===== src/hdl/dop_defines.vh =====
// Constants of the directional overpower protection element.
// Assumes inclusion by bare name from the design files.
`ifndef DOP_DEFINES_VH
`define DOP_DEFINES_VH

// ==========================================================
// Register byte offsets
`define DOP_OFS_CTRL       8'h00
`define DOP_OFS_PICKUP     8'h04
`define DOP_OFS_PWR_RATIO  8'h08
`define DOP_OFS_DO_RATIO   8'h0C
`define DOP_OFS_PU_DLY     8'h10
`define DOP_OFS_TRIP_DLY   8'h14
`define DOP_OFS_DO_DLY     8'h18
`define DOP_OFS_STATUS     8'h1C
`define DOP_OFS_IRQ_STS    8'h20
`define DOP_OFS_IRQ_MASK   8'h24
`define DOP_OFS_PU_CNT     8'h28
`define DOP_OFS_TRIP_CNT   8'h2C

// ==========================================================
// Control field positions
`define DOP_CTRL_ENABLE    0
`define DOP_CTRL_MODE_DT   1
`define DOP_CTRL_REACTIVE  2
`define DOP_CTRL_REVERSE   3
`define DOP_CTRL_BLK_LO    4
`define DOP_CTRL_BLK_HI    5

// Event bit positions (status and mask)
`define DOP_EV_PICKUP      0
`define DOP_EV_TRIP        1

// ==========================================================
// Reset values; power LSB is 0.001 of nominal apparent power
`define DOP_RST_PU_ACTIVE  16'h044C
`define DOP_RST_PU_REACT   16'h02BC
`define DOP_RST_PWR_RATIO  16'h0038
`define DOP_RST_DO_RATIO   7'h5F
`define DOP_RST_PU_DLY     10'h000
`define DOP_RST_TRIP_DLY   15'h0032
`define DOP_RST_DO_DLY     13'h0014

// Scale factors of the ratio compares
`define DOP_PQ_SCALE       16'h03E8
`define DOP_DO_SCALE       8'h64

// ==========================================================
// Timing: 1 ms base tick at 50 MHz, coarse tick of 10 base ticks
`define DOP_MS_CYCLES      16'hC350
`define DOP_COARSE_MS      4'hA

`endif


===== src/hdl/dop_timer.v =====
// Delay counter that advances on a tick while running.
// Assumes tick is a one-cycle pulse on the same clock.
module dop_timer #(
  parameter W = 16
) (
  input  wire         clk,    // System clock
  input  wire         srst,   // Sync reset, active high
  input  wire         ce,     // Clock enable
  input  wire         clr,    // Restart from zero
  input  wire         tick,   // Time base pulse
  input  wire [W-1:0] limit,  // Delay in ticks
  output wire         done    // Delay elapsed
);

  reg  [W-1:0] cnt_ff;
  reg  [W-1:0] nxt_cnt;

  assign done = (cnt_ff >= limit);

  always @*
  begin
    nxt_cnt = cnt_ff;
    if (clr)
      nxt_cnt = {W{1'b0}};
    else if (tick && !done)
      nxt_cnt = cnt_ff + {{(W-1){1'b0}}, 1'b1};
  end

  always @(posedge clk)
  begin
    if (srst)
      cnt_ff <= {W{1'b0}};
    else if (ce)
      cnt_ff <= nxt_cnt;
  end

endmodule


===== src/hdl/dop_top.v =====
// Directional definite-time overpower element with APB registers.
// Assumes p_meas, q_meas and block_var come from logic on clk.
//
// The APB interface to the registers and the placing of the registers were decided locally.
`include "dop_defines.vh"

// Summary of operation
// - Active variant picks up when active power exceeds the threshold.
// - It also picks up when the protected power exceeds ratio times the other.
// - Reactive variant picks up when reactive power exceeds the threshold.
// - Forward acts only on positive power, reverse only on negative power.
// - Both the global enable and definite-time mode are needed to operate.
// - Threshold 0.01 to 2.00 of nominal power, 1.10 active, 0.70 reactive.
// - Trip follows a trip delay of 0 to 300 s, default 0.5 s.
// - The fault must last a pickup delay up to 1000 ms before pickup.
// - Pickup holds for a drop-out delay of 0 to 60 s, default 0.2 s.
// - Pickup releases below threshold times drop-out ratio, def 0.95, or at once when not armed.
// - Pickup is blocked by none or one of three user variables.
// - A counter increments on every pickup assertion.
// - A separate counter increments on every trip assertion.
module dop_top #(
  parameter        REACTIVE_RST = 0,  // Variant after reset
  parameter [15:0] MS_CYCLES    =     // Cycles per 1 ms tick
    `DOP_MS_CYCLES
) (
  input  wire        clk,        // System clock, 50 MHz
  input  wire        srst,       // Sync reset, active high
  input  wire        ce,         // Clock enable
  input  wire        psel,       // APB select
  input  wire        penable,    // APB enable
  input  wire        pwrite,     // APB write
  input  wire [7:0]  paddr,      // APB byte address
  input  wire [31:0] pwdata,     // APB write data
  output reg  [31:0] prdata,     // APB read data
  output reg         pready,     // APB ready
  output reg         pslverr,    // APB error, unmapped
  input  wire [15:0] p_meas,     // Active power, signed
  input  wire [15:0] q_meas,     // Reactive power, signed
  input  wire [2:0]  block_var,  // User block variables
  output reg         pickup,     // Pickup output
  output reg         trip,       // Trip output
  output reg         irq         // Interrupt, level
);

  // ========================================================
  // State encoding
  localparam [3:0] ST_IDLE = 4'h1;
  localparam [3:0] ST_PUW  = 4'h2;
  localparam [3:0] ST_PICK = 4'h4;
  localparam [3:0] ST_DROP = 4'h8;

  // ========================================================
  // Registers
  reg  [5:0]  ctrl_ff;
  reg  [15:0] thr_ff;
  reg  [15:0] pq_ff;
  reg  [6:0]  dor_ff;
  reg  [9:0]  pu_dly_ff;
  reg  [14:0] trip_dly_ff;
  reg  [12:0] do_dly_ff;
  reg  [1:0]  irq_sts_ff;
  reg  [1:0]  irq_msk_ff;
  reg  [15:0] pu_cnt_ff;
  reg  [15:0] trip_cnt_ff;
  reg  [3:0]  st_ff;
  reg  [3:0]  nxt_st;
  reg  [15:0] ms_cnt_ff;
  reg  [3:0]  co_cnt_ff;
  reg         ms_tick_ff;
  reg         co_tick_ff;
  reg         nxt_trip;
  reg  [31:0] rd_data;
  reg         rd_err;

  wire acc    = psel && penable;
  wire wr_en  = acc && pwrite && pready;
  wire [1:0] w1c = (wr_en && paddr == `DOP_OFS_IRQ_STS) ?
                   pwdata[1:0] : 2'h0;

  // ========================================================
  // Directional magnitudes
  wire        reactive = ctrl_ff[`DOP_CTRL_REACTIVE];
  wire        reverse  = ctrl_ff[`DOP_CTRL_REVERSE];
  wire [15:0] prot = reactive ? q_meas : p_meas;
  wire [15:0] oth  = reactive ? p_meas : q_meas;
  wire [16:0] prot_n = 17'h00000 - {prot[15], prot};
  wire [16:0] oth_n  = 17'h00000 - {oth[15], oth};
  wire        pos  = !prot[15] && (prot != 16'h0000);
  wire [15:0] v_mag = (!reverse && pos) ? prot :
                      (reverse && prot[15]) ? prot_n[15:0] : 16'h0000;
  wire [15:0] o_mag = oth[15] ? oth_n[15:0] : oth;

  // ========================================================
  // Operate and hold conditions
  wire [31:0] v_pq  = {16'h0000, v_mag} * {16'h0000, `DOP_PQ_SCALE};
  wire [31:0] o_pq  = {16'h0000, o_mag} * {16'h0000, pq_ff};
  wire        pq_op = v_pq > o_pq;
  wire        thr_op = v_mag > thr_ff;
  wire        op    = thr_op || pq_op;
  wire [23:0] v_do  = {8'h00, v_mag} * {16'h0000, `DOP_DO_SCALE};
  wire [23:0] t_do  = {8'h00, thr_ff} * {17'h00000, dor_ff};
  wire        hold  = (v_do >= t_do) || pq_op;

  reg blocked;
  always @*
  begin
    case (ctrl_ff[`DOP_CTRL_BLK_HI:`DOP_CTRL_BLK_LO])
      2'h1:    blocked = block_var[0];
      2'h2:    blocked = block_var[1];
      2'h3:    blocked = block_var[2];
      default: blocked = 1'b0;
    endcase
  end

  wire armed = ctrl_ff[`DOP_CTRL_ENABLE] &&
               ctrl_ff[`DOP_CTRL_MODE_DT] && !blocked;

  // ========================================================
  // Time base: 1 ms and 10 ms ticks
  always @(posedge clk)
  begin
    if (srst)
    begin
      ms_cnt_ff  <= 16'h0000;
      co_cnt_ff  <= 4'h0;
      ms_tick_ff <= 1'b0;
      co_tick_ff <= 1'b0;
    end
    else if (ce)
    begin
      ms_tick_ff <= (ms_cnt_ff == MS_CYCLES - 16'h0001);
      co_tick_ff <= ms_tick_ff &&
                    (co_cnt_ff == `DOP_COARSE_MS - 4'h1);
      if (ms_cnt_ff == MS_CYCLES - 16'h0001)
        ms_cnt_ff <= 16'h0000;
      else
        ms_cnt_ff <= ms_cnt_ff + 16'h0001;
      if (ms_tick_ff)
      begin
        if (co_cnt_ff == `DOP_COARSE_MS - 4'h1)
          co_cnt_ff <= 4'h0;
        else
          co_cnt_ff <= co_cnt_ff + 4'h1;
      end
    end
  end

  // ========================================================
  // Delay timers
  wire pu_done;
  wire trip_done;
  wire do_done;
  wire picked = (st_ff == ST_PICK) || (st_ff == ST_DROP);

  dop_timer #(.W(10)) u_pu_tmr (
    .clk   (clk),
    .srst  (srst),
    .ce    (ce),
    .clr   (!armed || st_ff != ST_PUW),
    .tick  (ms_tick_ff),
    .limit (pu_dly_ff),
    .done  (pu_done)
  );

  dop_timer #(.W(15)) u_trip_tmr (
    .clk   (clk),
    .srst  (srst),
    .ce    (ce),
    .clr   (!armed || !picked),
    .tick  (co_tick_ff),
    .limit (trip_dly_ff),
    .done  (trip_done)
  );

  dop_timer #(.W(13)) u_do_tmr (
    .clk   (clk),
    .srst  (srst),
    .ce    (ce),
    .clr   (!armed || st_ff != ST_DROP),
    .tick  (co_tick_ff),
    .limit (do_dly_ff),
    .done  (do_done)
  );

  // ========================================================
  // Pickup state machine
  always @*
  begin
    nxt_st = st_ff;
    case (st_ff)
      ST_IDLE:
        if (op)
          nxt_st = ST_PUW;
      ST_PUW:
        if (!op)
          nxt_st = ST_IDLE;
        else if (pu_done)
          nxt_st = ST_PICK;
      ST_PICK:
        if (!hold)
          nxt_st = ST_DROP;
      ST_DROP:
        if (hold)
          nxt_st = ST_PICK;
        else if (do_done)
          nxt_st = ST_IDLE;
      default:
        nxt_st = ST_IDLE;
    endcase
    if (!armed)
      nxt_st = ST_IDLE;
  end

  wire nxt_pick = (nxt_st == ST_PICK) || (nxt_st == ST_DROP);

  always @*
  begin
    nxt_trip = nxt_pick && (trip || (picked && trip_done));
  end

  wire pu_rise   = nxt_pick && !pickup;
  wire trip_rise = nxt_trip && !trip;
  wire [1:0] ev  = {trip_rise, pu_rise};
  wire [1:0] nxt_sts = ev | (irq_sts_ff & ~w1c);

  always @(posedge clk)
  begin
    if (srst)
    begin
      st_ff       <= ST_IDLE;
      pickup      <= 1'b0;
      trip        <= 1'b0;
      irq_sts_ff  <= 2'h0;
      irq         <= 1'b0;
      pu_cnt_ff   <= 16'h0000;
      trip_cnt_ff <= 16'h0000;
    end
    else if (ce)
    begin
      st_ff      <= nxt_st;
      pickup     <= nxt_pick;
      trip       <= nxt_trip;
      irq_sts_ff <= nxt_sts;
      irq        <= |(nxt_sts & irq_msk_ff);
      if (pu_rise)
        pu_cnt_ff <= pu_cnt_ff + 16'h0001;
      else if (wr_en && paddr == `DOP_OFS_PU_CNT)
        pu_cnt_ff <= 16'h0000;
      if (trip_rise)
        trip_cnt_ff <= trip_cnt_ff + 16'h0001;
      else if (wr_en && paddr == `DOP_OFS_TRIP_CNT)
        trip_cnt_ff <= 16'h0000;
    end
  end

  // ========================================================
  // APB settings write
  always @(posedge clk)
  begin
    if (srst)
    begin
      ctrl_ff     <= REACTIVE_RST ? 6'h04 : 6'h00;
      thr_ff      <= REACTIVE_RST ? `DOP_RST_PU_REACT :
                                    `DOP_RST_PU_ACTIVE;
      pq_ff       <= `DOP_RST_PWR_RATIO;
      dor_ff      <= `DOP_RST_DO_RATIO;
      pu_dly_ff   <= `DOP_RST_PU_DLY;
      trip_dly_ff <= `DOP_RST_TRIP_DLY;
      do_dly_ff   <= `DOP_RST_DO_DLY;
      irq_msk_ff  <= 2'h0;
    end
    else if (ce && wr_en)
    begin
      if (paddr == `DOP_OFS_CTRL)
        ctrl_ff <= pwdata[5:0];
      else if (paddr == `DOP_OFS_PICKUP)
        thr_ff <= pwdata[15:0];
      else if (paddr == `DOP_OFS_PWR_RATIO)
        pq_ff <= pwdata[15:0];
      else if (paddr == `DOP_OFS_DO_RATIO)
        dor_ff <= pwdata[6:0];
      else if (paddr == `DOP_OFS_PU_DLY)
        pu_dly_ff <= pwdata[9:0];
      else if (paddr == `DOP_OFS_TRIP_DLY)
        trip_dly_ff <= pwdata[14:0];
      else if (paddr == `DOP_OFS_DO_DLY)
        do_dly_ff <= pwdata[12:0];
      else if (paddr == `DOP_OFS_IRQ_MASK)
        irq_msk_ff <= pwdata[1:0];
    end
  end

  // ========================================================
  // APB read decode
  always @*
  begin
    rd_data = 32'h00000000;
    rd_err  = 1'b0;
    if (paddr == `DOP_OFS_CTRL)
      rd_data = {26'h0000000, ctrl_ff};
    else if (paddr == `DOP_OFS_PICKUP)
      rd_data = {16'h0000, thr_ff};
    else if (paddr == `DOP_OFS_PWR_RATIO)
      rd_data = {16'h0000, pq_ff};
    else if (paddr == `DOP_OFS_DO_RATIO)
      rd_data = {25'h0000000, dor_ff};
    else if (paddr == `DOP_OFS_PU_DLY)
      rd_data = {22'h000000, pu_dly_ff};
    else if (paddr == `DOP_OFS_TRIP_DLY)
      rd_data = {17'h00000, trip_dly_ff};
    else if (paddr == `DOP_OFS_DO_DLY)
      rd_data = {19'h00000, do_dly_ff};
    else if (paddr == `DOP_OFS_STATUS)
      rd_data = {28'h0000000, blocked, op, trip, pickup};
    else if (paddr == `DOP_OFS_IRQ_STS)
      rd_data = {30'h00000000, irq_sts_ff};
    else if (paddr == `DOP_OFS_IRQ_MASK)
      rd_data = {30'h00000000, irq_msk_ff};
    else if (paddr == `DOP_OFS_PU_CNT)
      rd_data = {16'h0000, pu_cnt_ff};
    else if (paddr == `DOP_OFS_TRIP_CNT)
      rd_data = {16'h0000, trip_cnt_ff};
    else
      rd_err = 1'b1;
  end

  // One wait state: ready rises in the second access cycle
  always @(posedge clk)
  begin
    if (srst)
    begin
      pready  <= 1'b0;
      pslverr <= 1'b0;
      prdata  <= 32'h00000000;
    end
    else if (ce)
    begin
      pready  <= acc && !pready;
      pslverr <= acc && !pready && rd_err;
      if (acc && !pready && !pwrite)
        prdata <= rd_data;
    end
  end

endmodule


===== config.mk =====
export PLATFORM = sky130hd
export DESIGN_NAME = dop_top
export DESIGN_NICKNAME = d
export VERILOG_FILES = /design/src/hdl/dop_timer.v /design/src/hdl/dop_top.v
export VERILOG_INCLUDE_DIRS = /design/src /design/src/hdl
export SDC_FILE = /design/constraint.sdc
export NUM_CORES = 2
export LEC_CHECK = 0
export ABC_AREA = 0
export ABC_CLOCK_PERIOD_IN_PS = 13300
export BUFFER_PORTS_ARGS = -buffer_cell sky130_fd_sc_hd__buf_2
export CAP_MARGIN = 20
export CORE_MARGIN = 5
export CORE_UTILIZATION = 65
export CTS_CLUSTER_SIZE = 8
export DETAILED_ROUTE_END_ITERATION = 10
export GPL_ROUTABILITY_DRIVEN = 0
export PLACE_DENSITY = 0.86
export SYNTH_ARGS = -nofsm -noshare
export SYNTH_HDL_FRONTEND = slang
export SYNTH_SLANG_ARGS = --single-unit

===== constraint.sdc =====
create_clock -name clk -period 13.3 [get_ports clk]
set_input_delay 2.66 -clock clk [delete_from_list [all_inputs] [get_ports clk]]
set_output_delay 2.66 -clock clk [all_outputs]
set_load 0.02 [all_outputs]

Word-level counts from Yosys, hierarchy flattened

Index checks and enable logic that the tools add are counted.

Input port bits: 81
Output and inout bits: 37
Register bits after elaboration: 220

Magnitude comparators: 6
$mul: 4
Multiplexer cells: 51
Equal/unequal tests: 24
Add/sub/neg operators: 9
Reduce and logical (&&, ||, !) cells: 66
Bitwise logic cells: 11

Operators by type and width:

| operator                                             | count |
|---|---|
| 2-to-1 mux 16 bit                                    | 22 |
| adder 16 x 1 -> 16 bit (second input constant)       | 3 |
| equality test 8 x 5 -> 1 bit (second input constant) | 4 |
| equality test 8 x 6 -> 1 bit (second input constant) | 4 |
| > comparator 26 x 32 -> 1 bit                        | 1 |
| multiplier 16 x 16 -> 32 bit                         | 1 |
| 2-to-1 mux 4 bit                                     | 8 |
| subtractor 1 x 16 -> 16 bit (first input constant)   | 2 |
| 2-to-1 mux 15 bit                                    | 2 |
| 2-to-1 mux 13 bit                                    | 2 |
| greater-or-equal comparator 23 bit                   | 1 |
| logical AND 1 bit                                    | 23 |
| multiplier 16 x 7 -> 23 bit                          | 1 |
| multiplier 16 x 7 -> 23 bit (second input constant)  | 1 |
| multiplier 16 x 5 -> 21 bit (second input constant)  | 1 |
| 2-to-1 mux 10 bit                                    | 2 |
| equality test 16 bit (second input constant)         | 1 |
| equality test 8 x 4 -> 1 bit (second input constant) | 2 |
| > comparator 16 bit                                  | 1 |
| case mux 4 bit (4 select lines)                      | 1 |
| AND reduction 2 bit                                  | 8 |
| nonzero test 16 bit                                  | 1 |
| adder 15 x 1 -> 15 bit (second input constant)       | 1 |
| greater-or-equal comparator 15 bit                   | 1 |
| 33 further kinds                                     | 77 |

Depth between registers and ports, before layout

Depth after elaboration: 18
Gate-level depth with buffers: 47
Mapped depth without buffers: 42

Cells and area by module

From an unflattened synthesis, not the netlist that was laid out.

Cell total of the unflattened synthesis: 3669
Area, all modules: 29851.1 µm²

By module, submodules not included:

| module                 | seq. area each (µm²) | times used | cells each | area an instance (µm²) |
|---|---|---|---|---|
| dop_top                | 3323.2               | 1          | 3229       | 26350.3 |
| dop_timer (u_trip_tmr) | 300.3                | 1          | 178        | 1428.9 |
| dop_timer (u_do_tmr)   | 260.2                | 1          | 139        | 1141.1 |
| dop_timer (u_pu_tmr)   | 200.2                | 1          | 123        | 930.9 |

Least setup slack after synthesis

No wires, ideal clock.

Path type: input-to-reg
Start point: input port p_meas[0]
End point: register trip_cnt_ff[7]
Stages: 40
Setup slack: 1.410 ns
Library setup time: 0.072 ns
Arrival: 11.819 ns
Cells stage by stage: mux2_2 > inv_1 > ha_1 > nand2_1 > nor4_1 > a31oi_1 > xnor2_1 > clkbuf_1 > nand2_1 > fa_1 > fa_1 > fa_1 > inv_1 > fa_1 > fa_1 > inv_1 > fa_1 > inv_1 > (+4 left out) > a21oi_2 > nor2_1 > o21a_1 > nor2_1 > xor2_1 > ha_1 > nand2_1 > nor2_1 > a2111oi_0 > o21ai_0 > a221oi_1 > nand4b_1 > nor4_2 > nand4_2 > nor4b_4 > a32oi_4 > a2111oi_4 > mux2i_1

Cells in the longest elaborated chain, start to end: 17
Elaborated cells on any way between the ends: 32
Classes of those cells: add/sub (2); mul (3); order compare (3); eq/ne (2); mux (12); reduce/logical (10)

RTL lines:

| element                                                               | RTL line      | RTL |
|---|---|---|
| from (decl)                                                           | dop_top.v:37  | `input wire [15:0] p_meas,` |
| branches (longest 9 deep; another with > comparator 26 x 32 -> 1 bit) | --            |  |
| case mux 4 bit (4 select lines) (*)                                   | dop_top.v:190 | `case (st_ff)` |
| 2-to-1 mux 4 bit (*)                                                  | dop_top.v:210 | `if (!armed)` |
| equality test 4 x 3 -> 1 bit or equality test 4 bit (tied branches)   | dop_top.v:214 | `wire nxt_pick = (nxt_st == ST_PICK) \|\| (nxt_st == ST_DROP);` |
| logical OR 1 bit (*)                                                  | dop_top.v:214 |  |
| logical AND 1 bit (*)                                                 | dop_top.v:218 | `nxt_trip = nxt_pick && (trip \|\| (picked && trip_done));` |
| logical AND 1 bit (*)                                                 | dop_top.v:222 | `wire trip_rise = nxt_trip && !trip;` |
| nonzero test 2 bit (no source line)                                   | --            |  |
| AND reduction 2 bit (no source line)                                  | --            |  |
| to (signal assigned)                                                  | dop_top.v:250 | `trip_cnt_ff <= trip_cnt_ff + 16'h0001;` |
| to (decl)                                                             | dop_top.v:64  | `reg [15:0] trip_cnt_ff;` |

Every way passes the cells marked *.
A chain may end at the register's enable or synchronous reset.

Final worst setup path

Same ends and word-level chain as after synthesis.

==> results.json <==
{
  "synth_cell_types": 80,
  "initial_core_util_pct": 65.3,
  "cts_buffers": 29,
  "path_class": "primary input to flip-flop",
  "ys_async_sr_fraction_pct": 0,
  "finish.utilization_pct": 69.2,
  "end_kind": "flip-flop",
  "post_cts_buffers": 0,
  "p_switching_mw": 1.08,
  "status": "finished clean",
  "drc": 0,
  "antenna_found_initial": 0,
  "port_buffers": 85,
  "cts_hold_buf": 0,
  "final-seq-area_um2": 4090,
  "finalCritPeriodShare_pct": 94.7,
  "critical_path_arrival_ns": 13.05,
  "diodes": 0,
  "ir_drop_mv": 0.115,
  "path_common_cell": "fa_1",
  "max_slew_margin_pct": 25.0,
  "grt_usage_pct": 31.8,
  "grt.overflow.total": 0,
  "clock_sinks": 204,
  "total_power_mw": 2.66,
  "synth_area_leaders": "fa_1, ha_1, dfxtp_1",
  "clkPwrFrac_pct": 24.3,
  "max_stage_delay_ns": 0.55,
  "io_pins": 118,
  "area_delta_synth_final_pct": 5.86,
  "grt_setup_unrepaired": "no",
  "layout_common_cells": "nand2_1, inv_1, ha_1",
  "coreArea_um2": 43900,
  "vias": 24800,
  "synth-seq-cells": 204,
  "p_comb_share_pct": 52.5,
  "first_pass_iters": 9,
  "yosys_warnings": 0,
  "synth_area_um2": 28700,
  "insertion_delay_ns": 0.53,
  "required_ns": 13.75,
  "drtAntennaViolNets": 0,
  "worst_slew_pin_slew_ns": 1.12,
  "slew_viol_final": 0,
  "cts_tree": "built",
  "crit_fanout": 16,
  "p_per_area_nw_per_um2": 87.5,
  "h-tree-depth": 1,
  "synth_edf_count": 0,
  "p_leak_nw": 14.5,
  "grt_pass1_wl_um": 125000,
  "synthFlopType": "dfxtp_1",
  "postCtsResizedCells": 0,
  "drt-total-wl_um": 76900,
  "die_h_um": 220,
  "grt_pass1_vias": 25000,
  "cts_max_path_buffers": 3,
  "fill_cells": 3422,
  "swShare_pct": 40.7,
  "hold_class": "flip-flop to flip-flop",
  "setup_viol_count_final": 0,
  "drt-wirelength-per-cell_um": 18.9,
  "seqPwrFrac_pct": 23.2,
  "multi_input_area_um2": 22200,
  "die_w_um": 220,
  "grt_max_degree": 57,
  "synth_area_leader_cell": "fa_1",
  "fmax_mhz": 79.4,
  "layout-drive-gt1-share_pct": 6.11,
  "synthCells": 3467,
  "finalNetCount": 4234,
  "worstSetupStartpointType": "primary input",
  "cap_violations": 0,
  "dp_hpwl_um": 60000,
  "internal_power_mw": 1.58,
  "synth_top_area_share_pct": 22.9,
  "vias_per_cell": 6.09,
  "skew_ns": 0.0165,
  "avgSynthCellArea_um2": 8.28,
  "postLayoutCellArea_um2": 30400,
  "final_hold_viol_count": 0,
  "cpMaxStageDelayCell": "fa_1",
  "fin_tns_setup_ns": 0,
  "row_count": 77,
  "die_area_um2": 48500,
  "final_common_cell": "nand2_1",
  "dpl_cell_area_um2": 29600,
  "yosysSeqAreaShare_pct": 14.2,
  "cts_root_buffer": "clkbuf_16",
  "fin_crit_ns": 12.60,
  "path_clk_slew_ns": 0.05,
  "first_iter_violations": 2307
}
## cells by family after synthesis
group	count (synthesis)	share of synthesized area [%]
compound gates	523	11.9
xor+xnor	132	4.03
fa+ha+maj	668	37.7
buf+inv	650	8.79
flops	204	14.2
mux	103	3.65
other cells	1	0.0131
simple gates	1186	19.7
## sequential cells by signal, indices dropped and copies added (netlist names), 13 cells and up
| name | flops |
|---|---|
| ms_cnt_ff | 16 |
| pu_cnt_ff | 16 |
| u_trip_tmr.cnt_ff | 15 |
| thr_ff | 16 |
| pq_ff | 16 |
| u_do_tmr.cnt_ff | 13 |
| prdata | 16 |
| trip_dly_ff | 15 |
| do_dly_ff | 13 |
| trip_cnt_ff | 16 |
## path summary, 6_finish.rpt
kind / from / end / slack (ns) / cells after the start
max: p_meas[0] / trip_cnt_ff[7] / 0.70 / 39
min reg2reg: do_dly_ff[3] / do_dly_ff[3] / 0.46 / 2
min: do_dly_ff[3] / do_dly_ff[3] / 0.46 / 2
max reg2reg: ctrl_ff[2] / trip_cnt_ff[7] / 1.80 / 37
## final cells by class
type | instances | area share, %
Clock buffer | 29 | 2.39
Inverter | 489 | 6.04
Multi-Input combinational cell | 2628 | 72.9
Timing Repair Buffer | 133 | 2.65
Clock inverter | 1 | 0.0988
Tap cell | 592 | 2.44
Sequential cell | 204 | 13.4
## synthesized netlist by cell type, types with 10 or more instances
library cell and instances:
nand2_1 502, inv_1 489, ha_1 340, fa_1 328
dfxtp_1 204, a21oi_1 192, nor2_1 188, and2_1 150
clkbuf_1 123, nand3_1 102, o21ai_0 94, mux2i_1 90
xor2_1 73, xnor2_1 59, nor3_1 46, a21o_1 42
nand4_1 34, and3_1 33, nand3b_1 31, nor2b_1 23
a211oi_1 19, o211ai_1 18, buf_4 17, a221oi_1 16
nand2b_1 16, o21a_1 15, a21boi_0 13, mux2_2 13
a31oi_1 12, or2_2 12, o31ai_1 11, or3_1 11
buf_1 10, buf_2 10
## through the flow
| step | std cells | hold WS [ns] | worst slack [ns] |
|---|---|---|---|
| finish | 4076 | 0.456 | 0.704 |
| global route | 4076 | 0.479 | 0.135 |
| CTS | 4074 | 0.455 | 0.793 |
| detailed placement | 4044 | 0.448 | 0.323 |
| global placement | 4044 | 0.441 | 0.499 |
| floorplan | 3482 | 0.436 | 1.41 |
## power groups by stage
stage | Clock, mW | Combinational, mW | Sequential (mW)
6_report | 0.646 | 1.40 | 0.617
3_3_place_gp | 0 | 1.32 | 0.629
2_1_floorplan | 0 | 1.03 | 0.631
5_1_grt | 0.677 | 1.57 | 0.617
4_1_cts | 0.647 | 1.39 | 0.617
3_5_place_dp | 0 | 1.37 | 0.629
## critical path, delay by kind of cell
kind	cells	cell delay, ns
adders and majority gates	9	3.98
and+or+nand+nor	10	2.31
AOI/OAI and AO/OA	9	2.15
buffers and inverters	7	0.82
xor gates and xnor gates	2	0.63
muxes	2	0.48
## per-layer routing
layer / track usage (%) / share of wire, % / up-vias
met5: 0 / 0 / -
met4: 15.1 / 5.9 / 0
met3: 4.94 / 8.8 / 323
met2: 53.3 / 47 / 1215
met1: 40.5 / 39 / 11900
li1: - / - / 11400
Note: power is estimated with default switching activity, not from simulation.
